<file path="src/logic/oad_pkg.sv">
`default_nettype none
package oad_pkg;
  // ==========================================================
  // register file layout of this bus slave
  localparam logic [11:0] OAD_OFF_INSN = 12'h000;
  localparam logic [11:0] OAD_OFF_REGS = 12'h004;
  localparam logic [11:0] OAD_OFF_SEGS = 12'h008;
  localparam logic [11:0] OAD_OFF_ADDR = 12'h00C;
  localparam logic [11:0] OAD_OFF_FLAGW = 12'h010;
  localparam logic [11:0] OAD_OFF_STAT = 12'h014;
  localparam logic [11:0] OAD_OFF_GPR_BASE = 12'h020;
  localparam logic [15:0] OAD_FLAG_RESET = 16'h0000;
  localparam logic [15:0] OAD_FLAG_MASK = 16'h0FD5;
  localparam int OAD_POS_CARRY = 0;
  localparam int OAD_POS_PARITY = 2;
  localparam int OAD_POS_AUX = 4;
  localparam int OAD_POS_ZERO = 6;
  localparam int OAD_POS_SIGN = 7;
  localparam int OAD_POS_TRACE = 8;
  localparam int OAD_POS_INTEN = 9;
  localparam int OAD_POS_DIR = 10;
  localparam int OAD_POS_OVER = 11;
  // addressing-kind encodings
  localparam logic [1:0] OAD_KIND_NODISP = 2'b00;
  localparam logic [1:0] OAD_KIND_DISP8 = 2'b01;
  localparam logic [1:0] OAD_KIND_DISP16 = 2'b10;
  localparam logic [1:0] OAD_KIND_REG = 2'b11;
  localparam logic [2:0] OAD_RM_DIRECT = 3'b110;
  localparam logic [1:0] OAD_SEG_CODE = 2'b01;
  // ==========================================================
  typedef struct packed {
    logic [7:0] opcode;
    logic [1:0] kind;
    logic [2:0] sel;
    logic [2:0] rm;
    logic [7:0] disp_lo;
    logic [7:0] disp_hi;
  } oad_insn_type;
  typedef struct packed {
    logic mem_op;
    logic [2:0] reg_sel;
    logic [2:0] rm_reg_sel;
    logic [1:0] seg_sel;
    logic seg_load_bad;
    logic [15:0] effective_address;
    logic [2:0] disp_bytes;
  } oad_result_type;
  typedef enum logic [2:0]
  {
    OAD_ST_IDLE = 3'b001,
    OAD_ST_EVAL = 3'b010,
    OAD_ST_DONE = 3'b100
  } oad_state_type;
endpackage : oad_pkg
`default_nettype wire

</file>
<file path="src/logic/oad_reg_pick.sv">
`default_nettype none
// ==========================================================
// operand-select decode: word register or byte half
module oad_reg_pick
  import oad_pkg::*;
(
  input wire logic [2:0] sel,
  input wire logic word_op,
  input wire logic [15:0] gpr [8],
  output logic [15:0] value
);
  wire [15:0] byte_src = gpr[{1'b0, sel[1:0]}];
  wire [7:0] byte_val = sel[2] ? byte_src[15:8] : byte_src[7:0];
  // size bit 1 picks a word, 0 a low/high byte half
  assign value = word_op ? gpr[sel] : {8'h00, byte_val};
endmodule : oad_reg_pick
`default_nettype wire

</file>
<file path="src/logic/oad_top.sv">
// Summary of operation
// - rm 000..011: address is base/bp plus si/di plus displacement.
// - rm 100..111: address is si, di, bp or base plus displacement.
// - kind 00 with rm 110: address is the 16-bit direct displacement.
// - displacement bytes follow byte two; immediate data follows displacement.
// - move into the code segment is flagged invalid, never loaded.
// - condition word: flags at bits 0,2,4,6..11; other bits read zero.
// - select field picks eight word registers, or byte halves of first four.
// - kind 11: rm field selects a register, no address formed.
// - kind 00 no disp, 01 sign-extended byte, 10 word low first.
// - size bit 1 means word operation, 0 means byte.
`default_nettype none
module oad_top
  import oad_pkg::*;
(
  input wire logic CLK_SYS,
  input wire logic RESET_N,
  input wire logic CLK_EN,
  input wire logic PSEL,
  input wire logic PENABLE,
  input wire logic PWRITE,
  input wire logic [11:0] PADDR,
  input wire logic [31:0] PWDATA,
  output logic [31:0] PRDATA,
  output logic PREADY,
  output logic PSLVERR
);
  // ==========================================================
  // register state
  oad_insn_type insn_q;
  logic word_op_q;
  logic [15:0] gpr_q [8];
  logic [15:0] flags_q;
  oad_result_type res_q;
  logic [15:0] reg_val_q, rm_val_q;
  oad_state_type state_q, state_d;
  logic [31:0] prdata_q;
  logic pslverr_q;

  // ==========================================================
  // bus decode
  wire access = PSEL && PENABLE && CLK_EN;
  wire wr = access && PWRITE;
  wire rd = access && !PWRITE;
  wire hit_insn = PADDR == OAD_OFF_INSN;
  wire hit_regs = PADDR == OAD_OFF_REGS;
  wire hit_segs = PADDR == OAD_OFF_SEGS;
  wire hit_addr = PADDR == OAD_OFF_ADDR;
  wire hit_flag = PADDR == OAD_OFF_FLAGW;
  wire hit_stat = PADDR == OAD_OFF_STAT;
  wire hit_gpr = PADDR[11:5] == OAD_OFF_GPR_BASE[11:5] && PADDR[1:0] == 2'b00;
  wire [2:0] gpr_idx = PADDR[4:2];
  wire mapped = hit_insn | hit_regs | hit_segs | hit_addr | hit_flag | hit_stat | hit_gpr;

  // ==========================================================
  // operand decode, all combinational from the latched instruction
  wire [1:0] kind = insn_q.kind;
  wire [2:0] rm = insn_q.rm;
  wire direct = kind == OAD_KIND_NODISP && rm == OAD_RM_DIRECT;
  wire [15:0] disp16 = {insn_q.disp_hi, insn_q.disp_lo};
  wire [15:0] disp8x = {{8{insn_q.disp_lo[7]}}, insn_q.disp_lo};
  // displacement chosen by kind; high byte ignored unless kind is 10 or the form is direct (kind 00, rm 110)
  wire [15:0] disp = kind == OAD_KIND_DISP8 ? disp8x :
                     kind == OAD_KIND_DISP16 ? disp16 : 16'h0000;
  // base term: rm[1] picks bp over the base register for pairs
  wire [15:0] pair_base = rm[1] ? gpr_q[5] : gpr_q[3];
  wire [15:0] pair_index = rm[0] ? gpr_q[7] : gpr_q[6];
  // single-register forms: si, di, bp, base in that order
  wire [15:0] single = rm[1:0] == 2'b00 ? gpr_q[6] :
                       rm[1:0] == 2'b01 ? gpr_q[7] :
                       rm[1:0] == 2'b10 ? gpr_q[5] : gpr_q[3];
  wire [15:0] effective_address = direct ? disp16 :
                                  rm[2] ? single + disp :
                                  pair_base + pair_index + disp;
  // byte count after the second instruction byte, before immediates
  wire [2:0] disp_bytes = direct || kind == OAD_KIND_DISP16 ? 3'd2 :
                          kind == OAD_KIND_DISP8 ? 3'd1 : 3'd0;
  wire mem_op = kind != OAD_KIND_REG;
  wire [1:0] seg_sel = insn_q.sel[1:0];
  // a segment move into code segment is refused; the load never happens
  wire seg_move = insn_q.opcode == 8'h8E;
  wire seg_load_bad = seg_move && seg_sel == OAD_SEG_CODE;
  wire word_op = word_op_q;
  logic [15:0] reg_val, rm_val;

  oad_reg_pick u_sel
  (
    .sel(insn_q.sel),
    .word_op(word_op),
    .gpr(gpr_q),
    .value(reg_val)
  );
  oad_reg_pick u_rm
  (
    .sel(rm),
    .word_op(word_op),
    .gpr(gpr_q),
    .value(rm_val)
  );

  // ==========================================================
  // sequencer: a write to the instruction word starts one evaluation
  always_comb
  begin
    state_d = state_q;
    case (state_q)
      OAD_ST_IDLE: if (wr && hit_insn) state_d = OAD_ST_EVAL;
      OAD_ST_EVAL: state_d = OAD_ST_DONE;
      OAD_ST_DONE: if (wr && hit_insn) state_d = OAD_ST_EVAL;
      default: state_d = OAD_ST_IDLE;
    endcase
  end

  // ==========================================================
  // software writes; gpr writes mid-evaluation are taken but results
  // capture the values present in the eval cycle
  always_ff @(posedge CLK_SYS)
  begin
    if (!RESET_N)
    begin
      insn_q <= '0;
      word_op_q <= 1'b0;
      flags_q <= OAD_FLAG_RESET;
      state_q <= OAD_ST_IDLE;
      for (int i = 0; i < 8; i++) gpr_q[i] <= 16'h0000;
    end
    else if (CLK_EN)
    begin
      state_q <= state_d;
      if (wr && hit_insn)
      begin
        insn_q.opcode <= PWDATA[7:0];
        word_op_q <= PWDATA[0];
        insn_q.kind <= PWDATA[15:14];
        insn_q.sel <= PWDATA[13:11];
        insn_q.rm <= PWDATA[10:8];
        insn_q.disp_lo <= PWDATA[23:16];
        insn_q.disp_hi <= PWDATA[31:24];
      end
      if (wr && hit_flag) flags_q <= PWDATA[15:0] & OAD_FLAG_MASK;
      if (wr && hit_gpr) gpr_q[gpr_idx] <= PWDATA[15:0];
    end
  end

  // ==========================================================
  // result capture in the evaluation cycle
  always_ff @(posedge CLK_SYS)
  begin
    if (!RESET_N)
    begin
      res_q <= '0;
      reg_val_q <= 16'h0000;
      rm_val_q <= 16'h0000;
    end
    else if (CLK_EN && state_q == OAD_ST_EVAL)
    begin
      res_q.mem_op <= mem_op;
      res_q.reg_sel <= insn_q.sel;
      res_q.rm_reg_sel <= mem_op ? 3'd0 : rm;
      res_q.seg_sel <= seg_sel;
      res_q.seg_load_bad <= seg_load_bad;
      res_q.effective_address <= mem_op ? effective_address : 16'h0000;
      res_q.disp_bytes <= mem_op ? disp_bytes : 3'd0;
      reg_val_q <= reg_val;
      rm_val_q <= rm_val;
    end
  end

  // ==========================================================
  // read mux; unmapped addresses answer zero with an error
  wire [31:0] rd_mux =
    hit_insn ? {insn_q.disp_hi, insn_q.disp_lo, insn_q.kind, insn_q.sel, insn_q.rm,
                insn_q.opcode} :
    hit_regs ? {rm_val_q, reg_val_q} :
    hit_segs ? {26'h0, res_q.seg_load_bad, res_q.rm_reg_sel, res_q.seg_sel} :
    hit_addr ? {13'h0, res_q.disp_bytes, res_q.effective_address} :
    hit_flag ? {16'h0000, flags_q} :
    hit_stat ? {27'h0, res_q.mem_op, 1'b0, state_q[0], state_q[1], state_q[2]} :
    hit_gpr ? {16'h0000, gpr_q[gpr_idx]} : 32'h0000_0000;

  always_ff @(posedge CLK_SYS)
  begin
    if (!RESET_N)
    begin
      prdata_q <= 32'h0000_0000;
      pslverr_q <= 1'b0;
    end
    else if (CLK_EN)
    begin
      prdata_q <= (PSEL && !PENABLE && !PWRITE) ? rd_mux : prdata_q;
      pslverr_q <= PSEL && !PENABLE && !mapped;
    end
  end

  // zero-wait answer: data set up in the setup cycle, ready in access
  assign PREADY = PSEL && PENABLE && CLK_EN;
  assign PRDATA = rd ? prdata_q : 32'h0000_0000;
  assign PSLVERR = access && pslverr_q;
endmodule : oad_top
`default_nettype wire

</file>
<file path="config.mk">
export PLATFORM = sky130hd
export DESIGN_NAME = oad_top
export DESIGN_NICKNAME = d
export VERILOG_FILES = /design/src/logic/oad_pkg.sv /design/src/logic/oad_reg_pick.sv /design/src/logic/oad_top.sv
export SDC_FILE = /design/constraint.sdc
export NUM_CORES = 1
export LEC_CHECK = 0
export BUFFER_PORTS_ARGS = -buffer_cell sky130_fd_sc_hd__clkbuf_2
export CORE_ASPECT_RATIO = 0.9
export CORE_MARGIN = 2
export CORE_UTILIZATION = 50
export DETAILED_ROUTE_END_ITERATION = 12
export PLACE_DENSITY_LB_ADDON = 0.1
export SLEW_MARGIN = 20
export SYNTH_ARGS = -nofsm -noshare
export SYNTH_HDL_FRONTEND = slang
export SYNTH_SLANG_ARGS = --single-unit
</file>
<file path="constraint.sdc">
create_clock -name CLK_SYS -period 4.6 [get_ports CLK_SYS]
set_input_delay 0.92 -clock CLK_SYS [delete_from_list [all_inputs] [get_ports CLK_SYS]]
set_output_delay 0.92 -clock CLK_SYS [all_outputs]
set_load 0.01 [all_outputs]
</file>
======== Word level (Yosys, flattened, before mapping) ========
Cells that the tools add are included.
storage, ports and cells
  flip-flop bits (word level) ............. 264
  RAM bits ................................ 0
  output and inout port bits .............. 34
  latch bits .............................. 0
  memories kept ........................... 0
  word-level logic and storage cells ...... 141
  bits in read-only memories .............. 0
operators by class
  add/subtract/negate cells ............... 3
  shifts and indexed selects .............. 0
  reductions and logical operators ........ 30
  equal/unequal tests ..................... 18
  $mul .................................... 0
  mux-type cells .......................... 46
  bitwise gates (word level) .............. 11
  $lt $le $gt $ge ......................... 6
  divide/modulo/power cells ............... 0
operator list
  cell                                                       count
  2-to-1 mux 16 bit                                          26
  binary-select mux 16 bit (select 3 bit)                    5
  bitwise mux 128 bit                                        1
  2-to-1 mux 32 bit                                          3
  adder 16 bit                                               3
  demux 16 bit (select 3 bit)                                1
  2-to-1 mux 19 bit                                          2
  equality test 12 x 4 -> 1 bit (second input constant)      2
  equality test 12 x 5 -> 1 bit (second input constant)      2
  greater-or-equal comparator 4 bit (second input constant)  5
  logical AND 1 bit                                          16
  2-to-1 mux 8 bit                                           2
  equality test 12 x 3 -> 1 bit (second input constant)      1
  zero test 12 bit                                           1
  inverter 3 -> 4 bit                                        3
  AND reduction 2 bit                                        5
  equality test 8 bit (second input constant)                1
  inverter 2 -> 4 bit                                        2
  equality test 7 x 1 -> 1 bit (second input constant)       1
  equality test 2 x 1 -> 1 bit (second input constant)       3
  equality test 3 bit (second input constant)                2
  zero test 2 bit                                            3
  2-to-1 mux 3 bit                                           2
  bitwise OR 1 bit                                           6
  other kinds (12)                                           16

======== Logic depth before layout (Yosys ltp) ========
Gate-level depths: netlist of the first run.
  depth after elaboration ................. 11
  mapped depth ............................ 19
  depth with buffers taken out ............ 15

======== Modules after synthesis ========
Synthesis of the first run repeated with hierarchy kept, for this count alone.
second synthesis, totals
  cells, all modules ...................... 2023
  area, all modules ....................... 17242.8 um^2
modules (own cells, without submodules)
  module        seq. area each (um^2)  times used  cells an instance  area each (um^2)
  oad_top       5245.0                 1           1777               14710.4
  oad_reg_pick  0.0                    2           123                1266.2

======== Worst setup path before layout of the first run ========
No wires, ideal clock.
  path kind ............................... register to register
  from .................................... reg rm[1] (netlist name)
  to ...................................... reg res_q[14] (netlist name)
  data required time ...................... 4.474 ns
  data arrival time ....................... 4.290 ns
  stages on the path, launching flop included .. 20
  setup slack ............................. 0.184 ns
  cells stage by stage .................... dfxtp_1 buf_6 buf_4 clkbuf_1 clkbuf_1 clkbuf_1 mux2i_1 fa_1 inv_1 ha_1 fa_1 a21o_1 a21o_1 a21oi_1 o21ai_0 a221oi_1 xor2_1 nor2_1 a211oi_1 o31ai_1
on the way
  word-level cells in the longest chain between the ends .. 8
ends and longest elaborated chain
  item                                                  line            RTL
  branches (longest 6 deep; another with adder 16 bit)  --
  2-to-1 mux 16 bit *                                   oad_top.sv:72   wire [15:0] effective_address = direct ? disp16 :
  2-to-1 mux 16 bit *                                   oad_top.sv:162  res_q.effective_address <= mem_op ? effective_address : 16'h0000;
  end: declaration                                      oad_top.sv:34   oad_result_type res_q;
Every way passes the cells marked *.
A chain may end at the register's enable or synchronous reset.

======== Worst setup path after layout of the first run ========
  from .................................... reg rm[1] (netlist name)
  to ...................................... reg res_q[14] (netlist name)
on the way
  word-level cells in the longest chain between the ends .. 8
ends and longest elaborated chain
  item                                                  line
  branches (longest 6 deep; another with adder 16 bit)  --
  2-to-1 mux 16 bit *                                   oad_top.sv:72
  2-to-1 mux 16 bit *                                   oad_top.sv:162
Marks and branches as above.

==> results of run 1 <==
==> how the worst max path moves through the flow <==
| stage | from | to |
|---|---|---|
| CTS | rm[1] | res_q[14] |
| global route | rm[1] | res_q[18] |
| global placement | rm[1] | res_q[14] |
| detailed placement | rm[1] | res_q[14] |
| finish | rm[1] | res_q[14] |
| floorplan | rm[1] | res_q[14] |
==> logic make-up after synthesis <==
| logic type | share of synthesized area |
|---|---|
| simple gates | 0.1841 |
| compound gates | 0.1779 |
| flops | 0.3260 |
| mux | 0.2047 |
| buf+inv | 0.04961 |
| fa+ha+maj | 0.03593 |
| xor+xnor | 0.02177 |
==> per-stage QoR <==
step | utilization | hold slack [ns] | power [uW] | std cells
after floorplan | - | 0.4194 | 2440 | 1931
after global placement | 0.5295 | 0.4380 | 2509 | 2319
after detailed placement | 0.5295 | 0.4412 | 2510 | 2319
after CTS | 0.5594 | 0.4480 | 4842 | 2371
after global routing | 0.5594 | 0.4668 | 4954 | 2371
final | 0.5594 | 0.4462 | 4822 | 2371
==> final cells by class <==
| cell class | count | area [um^2] | area share |
|---|---|---|---|
| Inverter | 34 | 132.6 | 0.007454 |
| Sequential cell | 262 | 5255 | 0.2953 |
| Tap cell | 416 | 520.5 | 0.02925 |
| Clock buffer | 43 | 850.8 | 0.04782 |
| Multi-Input combinational cell | 1469 | 10080 | 0.5665 |
| Timing Repair Buffer | 138 | 853.3 | 0.04796 |
| Clock inverter | 9 | 101.3 | 0.005696 |
==> worst max-delay path, cell delays in order, from the launching register on <==
cell	delay, ns
dfxtp_4	0.62
mux2i_1	0.34
xor2_1	0.19
ha_1	0.25
ha_1	0.22
fa_1	0.46
a21o_1	0.19
a21o_1	0.20
a21oi_1	0.20
o21ai_0	0.24
a221oi_1	0.40
xor2_1	0.18
nor2_1	0.05
a211oi_1	0.24
o31ai_1	0.09
==> sequential cells by signal, indices dropped and copies added (netlist names), 9 cells and up <==
name / count
gpr_q: 128
prdata_q: 32
res_q: 25
disp16: 16
reg_val_q: 16
rm_val_q: 16
insn_q: 11
flags_q: 9
==> Yosys cell counts (4+ instances only) <==
master / count
nand2_1: 400
a22oi_1: 10
a21oi_1: 275
and3_1: 6
and2_1: 36
nor4_1: 4
xor2_1: 17
o21ai_0: 50
nor2_1: 148
o21bai_1: 9
nand4_1: 6
nand2b_1: 8
mux2_2: 14
inv_1: 33
a311oi_1: 4
ha_1: 30
nor2b_1: 11
nand3_1: 18
xnor2_1: 23
dfxtp_1: 262
o211ai_1: 7
o31ai_1: 6
mux4_2: 89
clkbuf_1: 130
fa_1: 9
buf_2: 14
a21o_1: 15
nor3_1: 37
mux2i_1: 113
buf_1: 17
or3_1: 4
a221oi_1: 40
a211oi_1: 31
==> power groups by stage <==
stage | clock network (uW) | registers, uW | logic, uW
5_1_grt | 2480 | 2280 | 193
4_1_cts | 2380 | 2280 | 179
2_1_floorplan | 0 | 2330 | 110
3_3_place_gp | 0 | 2330 | 178
3_5_place_dp | 0 | 2330 | 179
6_report | 2360 | 2280 | 181
==> routing by layer <==
metal,vias up,GRT usage,share of wire
met2,739,0.4830,0.42
met5,-,0,0
met3,107,0.06420,0.10
met4,0,0.09754,0.034
met1,7127,0.5024,0.44
li1,6866,-,-
==> flow_summary.json, run 1 <==
{
  "status": "finished, final reports clean",
  "die_area_mm2": 0.03363,
  "p_leak_uw": 0.006180,
  "die_x_um": 193.1,
  "clkLatencyLatePin_ns": 0.56,
  "cts_setup_buffers": 0,
  "cts_tree": "yes",
  "yosysWarnings": 0,
  "grt_pass1_wl_um": 84770,
  "internal_power_uw": 3712,
  "final_common_cell": "nand2_1",
  "grt_max_degree": 144,
  "min_to": "prdata_q[17]",
  "dp_slack_ns": 0.6743,
  "layout_common_cells": "nand2_1, a21oi_1, dfxtp_1",
  "finalHoldViolations": 0,
  "p_sw_uw": 1110,
  "drt-pass1-iter-count": 6,
  "cts-root-buf": "clkbuf_16",
  "ys_top_cells_by_area": "dfxtp_1, mux4_2, nand2_1, a21oi_1, mux2i_1",
  "fin_ws_ns": 0.6002,
  "fmax_ghz": 0.2500,
  "cp-start-kind": "register",
  "ys_ff_latch": 262,
  "end_kind": "register",
  "relSlewSlack": 0.3153,
  "fillers": 2963,
  "viasPerCell": 6.259,
  "finClkSkew_ns": 0.008380,
  "post_cts_resized": 0,
  "ant_nets": 0,
  "crit_fanout": 32,
  "async_flop_share": 0,
  "setup-violations-final": 0,
  "hpwl_um": 39910,
  "cap_violations": 0,
  "synth_edf_count": 0,
  "avgSynthCellArea_um2": 8.333,
  "synth_top_cell_by_area": "dfxtp_1",
  "clk_pin_slew_worst_paths_ns": 0.06,
  "place_congestion": 0.9509,
  "routed_wl_um": 56380,
  "synth_cell_type_count": 69,
  "hold_depth": 2,
  "path_class": "register to register",
  "dpl_cell_area_mm2": 0.01684,
  "wl_per_cell_um": 23.78,
  "grt_pass1_vias": 13485,
  "yosysSeqAreaShare": 0.3260,
  "nNetsFinal": 2024,
  "syn_inst": 1931,
  "cp.required_ns": 5.04,
  "ir_drop_uv": 280.6,
  "cts_sinks": 262,
  "drc": 0,
  "antennaDiodeCount": 0,
  "die_h_um": 174.2,
  "final_layout_size_suffix_gt1_frac": 0.1611,
  "io_pins": 84,
  "start_util": 0.5059,
  "hold_class": "register to register",
  "fp.coreArea_mm2": 0.03181,
  "rsz0062_at_grt": "no",
  "cts_hold_buf": 0,
  "syn_area_mm2": 0.01609,
  "synth_top_area_frac": 0.3260,
  "comb_power_share": 0.038,
  "min-delay-start": "prdata_q[17]",
  "vias": 14839,
  "timing.final.crit_share": 0.8695,
  "synth_ff_type": "dfxtp_1",
  "cts_max_level": 1,
  "grt_usage": 0.3340,
  "cp.arrival_ns": 4.44,
  "setup-tns-final_ns": 0,
  "antenna_found_initial": 0,
  "slew_violations": 0,
  "cts_max_path_buffers": 3,
  "gr-total-overflow": 0,
  "r2r_cells": 14,
  "synth_fp_nets": 2020,
  "p_sw_frac": 0.2302,
  "tightest_slew_ns": 1.025,
  "powerDensity_mw_per_mm2": 271.0,
  "r2r_end": "res_q[14]",
  "timing.rr.start": "rm[1]",
  "rows": 62,
  "reg2reg_slack_ns": 0.60,
  "period_needed_ns": 4.000,
  "initialDrtViolationCount": 1934,
  "io_buffers": 83,
  "p_clk_frac": 0.489,
  "fin_area_mm2": 0.01779,
  "cts_buffers": 30,
  "p_seq_frac": 0.473,
  "syn_to_final_growth_pct": 10.58
}
(Power assumes the default switching activity.)
==> inputs of run 2 (changes only) <==
--- a/config.mk
+++ b/config.mk
@@ -7,7 +7,7 @@
 export LEC_CHECK = 0
 export BUFFER_PORTS_ARGS = -buffer_cell sky130_fd_sc_hd__clkbuf_2
 export CORE_ASPECT_RATIO = 0.9
-export CORE_MARGIN = 2
+export CORE_MARGIN = 1.5
 export CORE_UTILIZATION = 50
 export DETAILED_ROUTE_END_ITERATION = 12
 export PLACE_DENSITY_LB_ADDON = 0.1
==> flow_summary.json, run 2 (synthesis results as in run 1) <==
{
  "status": "finished, final reports clean",
  "finalHoldViolations": 0,
  "cap_violations": 0,
  "relSlewSlack": 0.3459,
  "hold_class": "register to register",
  "min_to": "res_q[23]",
  "fin_util": 0.5635,
  "cts_sinks": 262,
  "grt_pass1_wl_um": 85380,
  "io_buffers": 83,
  "gr-total-overflow": 0,
  "grt_usage": 0.3398,
  "grt_pass1_vias": 13686,
  "cts_buffers": 30,
  "setup-violations-final": 0,
  "die_area_mm2": 0.03327,
  "slew_violations": 0,
  "rows": 62,
  "final_layout_size_suffix_gt1_frac": 0.1631,
  "die_x_um": 192.1,
  "internal_power_uw": 4038,
  "timing.final.crit_share": 0.8419,
  "nNetsFinal": 2016,
  "cts_setup_buffers": 0,
  "start_util": 0.5059,
  "wl_per_cell_um": 23.87,
  "hold_depth": 2,
  "clkLatencyLatePin_ns": 0.58,
  "grt_max_degree": 131,
  "timing.rr.start": "kind[0]",
  "fmax_ghz": 0.2582,
  "top_regs": "gpr_q (128), prdata_q (32), res_q (25)",
  "drc": 0,
  "vias": 14955,
  "cts_tree": "yes",
  "fp.coreArea_mm2": 0.03181,
  "cp.arrival_ns": 4.33,
  "largest_register": "gpr_q",
  "post_cts_resized": 0,
  "r2r_cells": 15,
  "die_h_um": 173.2,
  "drt-pass1-iter-count": 6,
  "powerDensity_mw_per_mm2": 290.2,
  "comb_power_share": 0.035,
  "p_seq_frac": 0.439,
  "cts_hold_buf": 0,
  "antennaDiodeCount": 0,
  "antenna_found_initial": 1,
  "rsz0062_at_grt": "no",
  "cts_max_level": 1,
  "min-delay-start": "res_q[23]",
  "hpwl_um": 40440,
  "reg2reg_slack_ns": 0.73,
  "finClkSkew_ns": 0.009015,
  "crit_fanout": 20,
  "io_pins": 84,
  "fin_area_mm2": 0.01792,
  "period_needed_ns": 3.873,
  "setup-tns-final_ns": 0,
  "largest_reg_flops": 128,
  "end_kind": "register",
  "routed_wl_um": 56470,
  "syn_to_final_growth_pct": 11.39,
  "clk_pin_slew_worst_paths_ns": 0.07,
  "p_sw_frac": 0.2235,
  "ir_drop_uv": 311.7,
  "final_common_cell": "nand2_1",
  "p_sw_uw": 1162,
  "cts_max_path_buffers": 3,
  "ant_nets": 0,
  "p_clk_frac": 0.526,
  "cp.required_ns": 5.05,
  "layout_common_cells": "nand2_1, a21oi_1, dfxtp_1",
  "r2r_end": "res_q[14]",
  "tightest_slew_ns": 0.9799,
  "path_class": "register to register",
  "viasPerCell": 6.321,
  "p_leak_uw": 0.006239,
  "place_congestion": 0.9351,
  "initialDrtViolationCount": 1741,
  "dpl_cell_area_mm2": 0.01679,
  "cts-root-buf": "clkbuf_16",
  "cp-start-kind": "register"
}
-- run 2: cell types whose count changed in the layout (fill, tap and decap cells not counted), sizes merged --
cell / delta
clkbuf: -4
clkinv: +1
buf: -8
inv: +1
bufinv: +5
-- run 2: worst max path at each step --
| stage | start | endpoint | cells after the start |
|---|---|---|---|
| 5_1_grt | kind[1] | res_q[14] | 15 |
| 3_3_place_gp | kind[0] | res_q[14] | 15 |
| 4_1_cts | kind[0] | res_q[14] | 15 |
| 2_1_floorplan | rm[1] | res_q[14] | 19 |
| 3_5_place_dp | kind[0] | res_q[14] | 15 |
| 6_report | kind[0] | res_q[14] | 15 |
-- run 2: per-layer routing --
| layer | share of wire | GRT usage |
|---|---|---|
| met5 | 0.00034 | 0 |
| met1 | 0.46 | 0.5226 |
| met4 | 0.024 | 0.08172 |
| met2 | 0.42 | 0.4841 |
| met3 | 0.10 | 0.06901 |
-- run 2: critical path, cell delays in order, from the launching register on --
cell and delay [ns]:
dfxtp_1 0.34, xor2_1 0.20, buf_4 0.29, nand2_1 0.18
xor2_1 0.21, ha_1 0.35, fa_1 0.43, a21o_1 0.20
a21o_1 0.20, a21oi_1 0.20, o21ai_0 0.22, a221oi_1 0.37
xor2_1 0.17, nor2_1 0.05, a211oi_1 0.24, o31ai_1 0.08
-- run 2: stage by stage --
stage               power, uW  setup WS (ns)  hold slack, ns  cells
finish                   5201         0.7271          0.4536   2366
global route             5309         0.4554          0.4663   2366
CTS                      5221         0.7552          0.4533   2366
detailed placement       2512         0.7720          0.4441   2311
global placement         2511         0.8092          0.4355   2311
floorplan                2440         0.1840          0.4194   1931
-- run 2: area by class of cell --
type / instances / area, um^2
Clock inverter: 16 / 262.8
Multi-Input combinational cell: 1469 / 10080
Timing Repair Buffer: 130 / 805.8
Tap cell: 416 / 520.5
Fill cell: 3008 / 13880
Inverter: 34 / 132.6
Clock buffer: 39 / 865.8
Sequential cell: 262 / 5255
-- run 2: power groups by stage --
stage | clock (uW) | sequential, uW | combinational [uW]
4_1_cts | 2760 | 2280 | 182
5_1_grt | 2830 | 2280 | 196
6_report | 2740 | 2280 | 185
2_1_floorplan | 0 | 2330 | 110
3_3_place_gp | 0 | 2330 | 180
3_5_place_dp | 0 | 2330 | 181
==> inputs of run 3 (changes only) <==
==> constraint.sdc (replaced) <==
create_clock -name CLK_SYS -period 3.3 [get_ports CLK_SYS]
set_input_delay 0.66 -clock CLK_SYS [delete_from_list [all_inputs] [get_ports CLK_SYS]]
set_output_delay 0.66 -clock CLK_SYS [all_outputs]
set_load 0.01 [all_outputs]
==> flow_summary.json, run 3 (synthesis results as in run 1) <==
{
  "status": "finished, final reports clean",
  "r2r_end": "res_q[18]",
  "cp_num_buf_inv": 2,
  "cts_max_level": 1,
  "routed_wl_um": 60320,
  "drc": 0,
  "io_pins": 84,
  "ir_drop_uv": 471.2,
  "final_common_cell": "nand2_1",
  "period_needed_ns": 3.264,
  "grt_max_degree": 103,
  "initialDrtViolationCount": 2020,
  "clk_pin_slew_worst_paths_ns": 0.06,
  "cp.arrival_ns": 3.76,
  "io_buffers": 83,
  "grt_usage": 0.3595,
  "largest_register": "gpr_q",
  "timing.final.crit_share": 0.9892,
  "die_h_um": 173.2,
  "hold_class": "input port to register",
  "end_kind": "register",
  "cts_hold_buf": 0,
  "reg2reg_slack_ns": 0.04,
  "tightest_slew_ns": 0.8365,
  "p_leak_uw": 0.006746,
  "setup-violations-final": 0,
  "die_area_mm2": 0.03327,
  "ant_nets": 0,
  "top_regs": "gpr_q (128), prdata_q (32), res_q (25)",
  "cp-start-kind": "register",
  "antennaDiodeCount": 0,
  "relSlewSlack": 0.4423,
  "fillers": 2900,
  "crit_family": "compound AO/OA/AOI/OAI gates",
  "setup-tns-final_ns": 0,
  "grt_pass1_vias": 14416,
  "start_util": 0.5059,
  "rsz0062_at_grt": "yes",
  "final_layout_size_suffix_gt1_frac": 0.2197,
  "rows": 62,
  "grt_pass1_wl_um": 90020,
  "timing.rr.start": "rm[0]",
  "vias": 15478,
  "slew_violations": 0,
  "min_to": "disp16[12]",
  "crit_fanout": 35,
  "hpwl_um": 44310,
  "wl_per_cell_um": 24.52,
  "min-delay-start": "PWDATA[28]",
  "finalHoldViolations": 0,
  "fmax_ghz": 0.3063,
  "cts_tree": "yes",
  "cts_buffers": 29,
  "cp.required_ns": 3.79,
  "powerDensity_mw_per_mm2": 346.0,
  "dp_slack_ns": 0.04516,
  "fp.coreArea_mm2": 0.03181,
  "path_cells": "buf_12, buf_4, mux4_2, a21oi_2, nor3_2, a31oi_2, nand2_2, a311oi_2, nor3b_1, mux2i_1, a311oi_1",
  "hold_depth": 3,
  "viasPerCell": 6.292,
  "gr-total-overflow": 0,
  "nNetsFinal": 2118,
  "path_class": "register to register",
  "layout_common_cells": "nand2_1, a21oi_1, dfxtp_1",
  "cts_sinks": 262,
  "fin_ws_ns": 0.03572,
  "cap_violations": 0,
  "syn_to_final_growth_pct": 16.70,
  "finClkSkew_ns": 0.01349,
  "largest_reg_flops": 128,
  "die_x_um": 192.1,
  "multi_input_area_mm2": 0.01033,
  "place_congestion": 0.9622,
  "critPathMaxStageDelay_ns": 0.64,
  "r2r_cells": 11,
  "cts-root-buf": "clkbuf_16",
  "fin_util": 0.5904,
  "slowest_stage": "mux4_2",
  "antenna_found_initial": 0,
  "clkLatencyLatePin_ns": 0.58,
  "drt-pass1-iter-count": 6,
  "register_area_mm2": 0.005258,
  "cts_max_path_buffers": 3
}
[run 3: cell count changes in the layout (fill, tap and decap cells not counted), moves of 5 or more]
cell | before | now
o21ai_0 | 50 | 45
buf_6 | 0 | 5
mux2i_2 | 0 | 9
bufinv_16 | 7 | 0
buf_4 | 44 | 137
mux2i_1 | 113 | 100
[run 3: through the flow]
stage,instance area [um^2],hold slack [ns],power (uW),cells
finish,18780,0.2961,6497,2460
global route,18780,0.3100,6662,2460
CTS,18480,0.2818,6542,2450
detailed placement,17620,0.4417,3513,2404
global placement,17620,0.4385,3509,2404
floorplan,16320,0.4194,3402,1931
[run 3: cell type report]
cell class                      count  share of cell area
Tap cell                          416             0.02772
Clock inverter                      7            0.002932
Timing Repair Buffer              233             0.08935
Multi-Input combinational cell   1469              0.5502
Clock buffer                       39             0.04278
Sequential cell                   262              0.2800
Inverter                           34            0.007063
[run 3: timing repair]
action                     4_1_cts  5_1_grt
setup endpoints to repair        0       10
gates resized for setup          0       39
setup buffers                    0        8
[run 3: worst max-delay path by stage]
stage	startpoint	to	slack (ns)	cells past startpoint
6_report	rm[0]	res_q[18]	0.04	11
5_1_grt	kind[0]	res_q[18]	-0.08	17
4_1_cts	rm[1]	res_q[17]	0.04	12
3_5_place_dp	kind[1]	res_q[16]	0.05	16
3_3_place_gp	rm[1]	res_q[17]	0.08	12
2_1_floorplan	rm[1]	res_q[18]	-0.08	18
[run 3: layer usage]
metal  vias to the layer above  part of all wire  global-route usage
li1                       7056                 -                   -
met4                         0             0.037              0.1269
met5                         -                 0                   0
met1                      7387              0.44              0.5489
met2                       924              0.40              0.4904
met3                       111              0.11             0.08261
[run 3: worst reg2reg max path, stage by stage (launching register included)]
cell and delay, ns:
dfxtp_4 0.43, buf_12 0.26, buf_4 0.28, mux4_2 0.65
a21oi_2 0.20, nor3_2 0.07, a31oi_2 0.21, nand2_2 0.13
a311oi_2 0.42, nor3b_1 0.16, mux2i_1 0.14, a311oi_1 0.24
[run 3: where the power goes]
part           leakage, uW  switching [uW]  total, uW  internal (uW)
Clock             0.000419            1360       3050           1690
Combinational      0.00421             190        268           77.6
Sequential         0.00211            6.30       3180           3170
Total              0.00675            1550       6500           4940
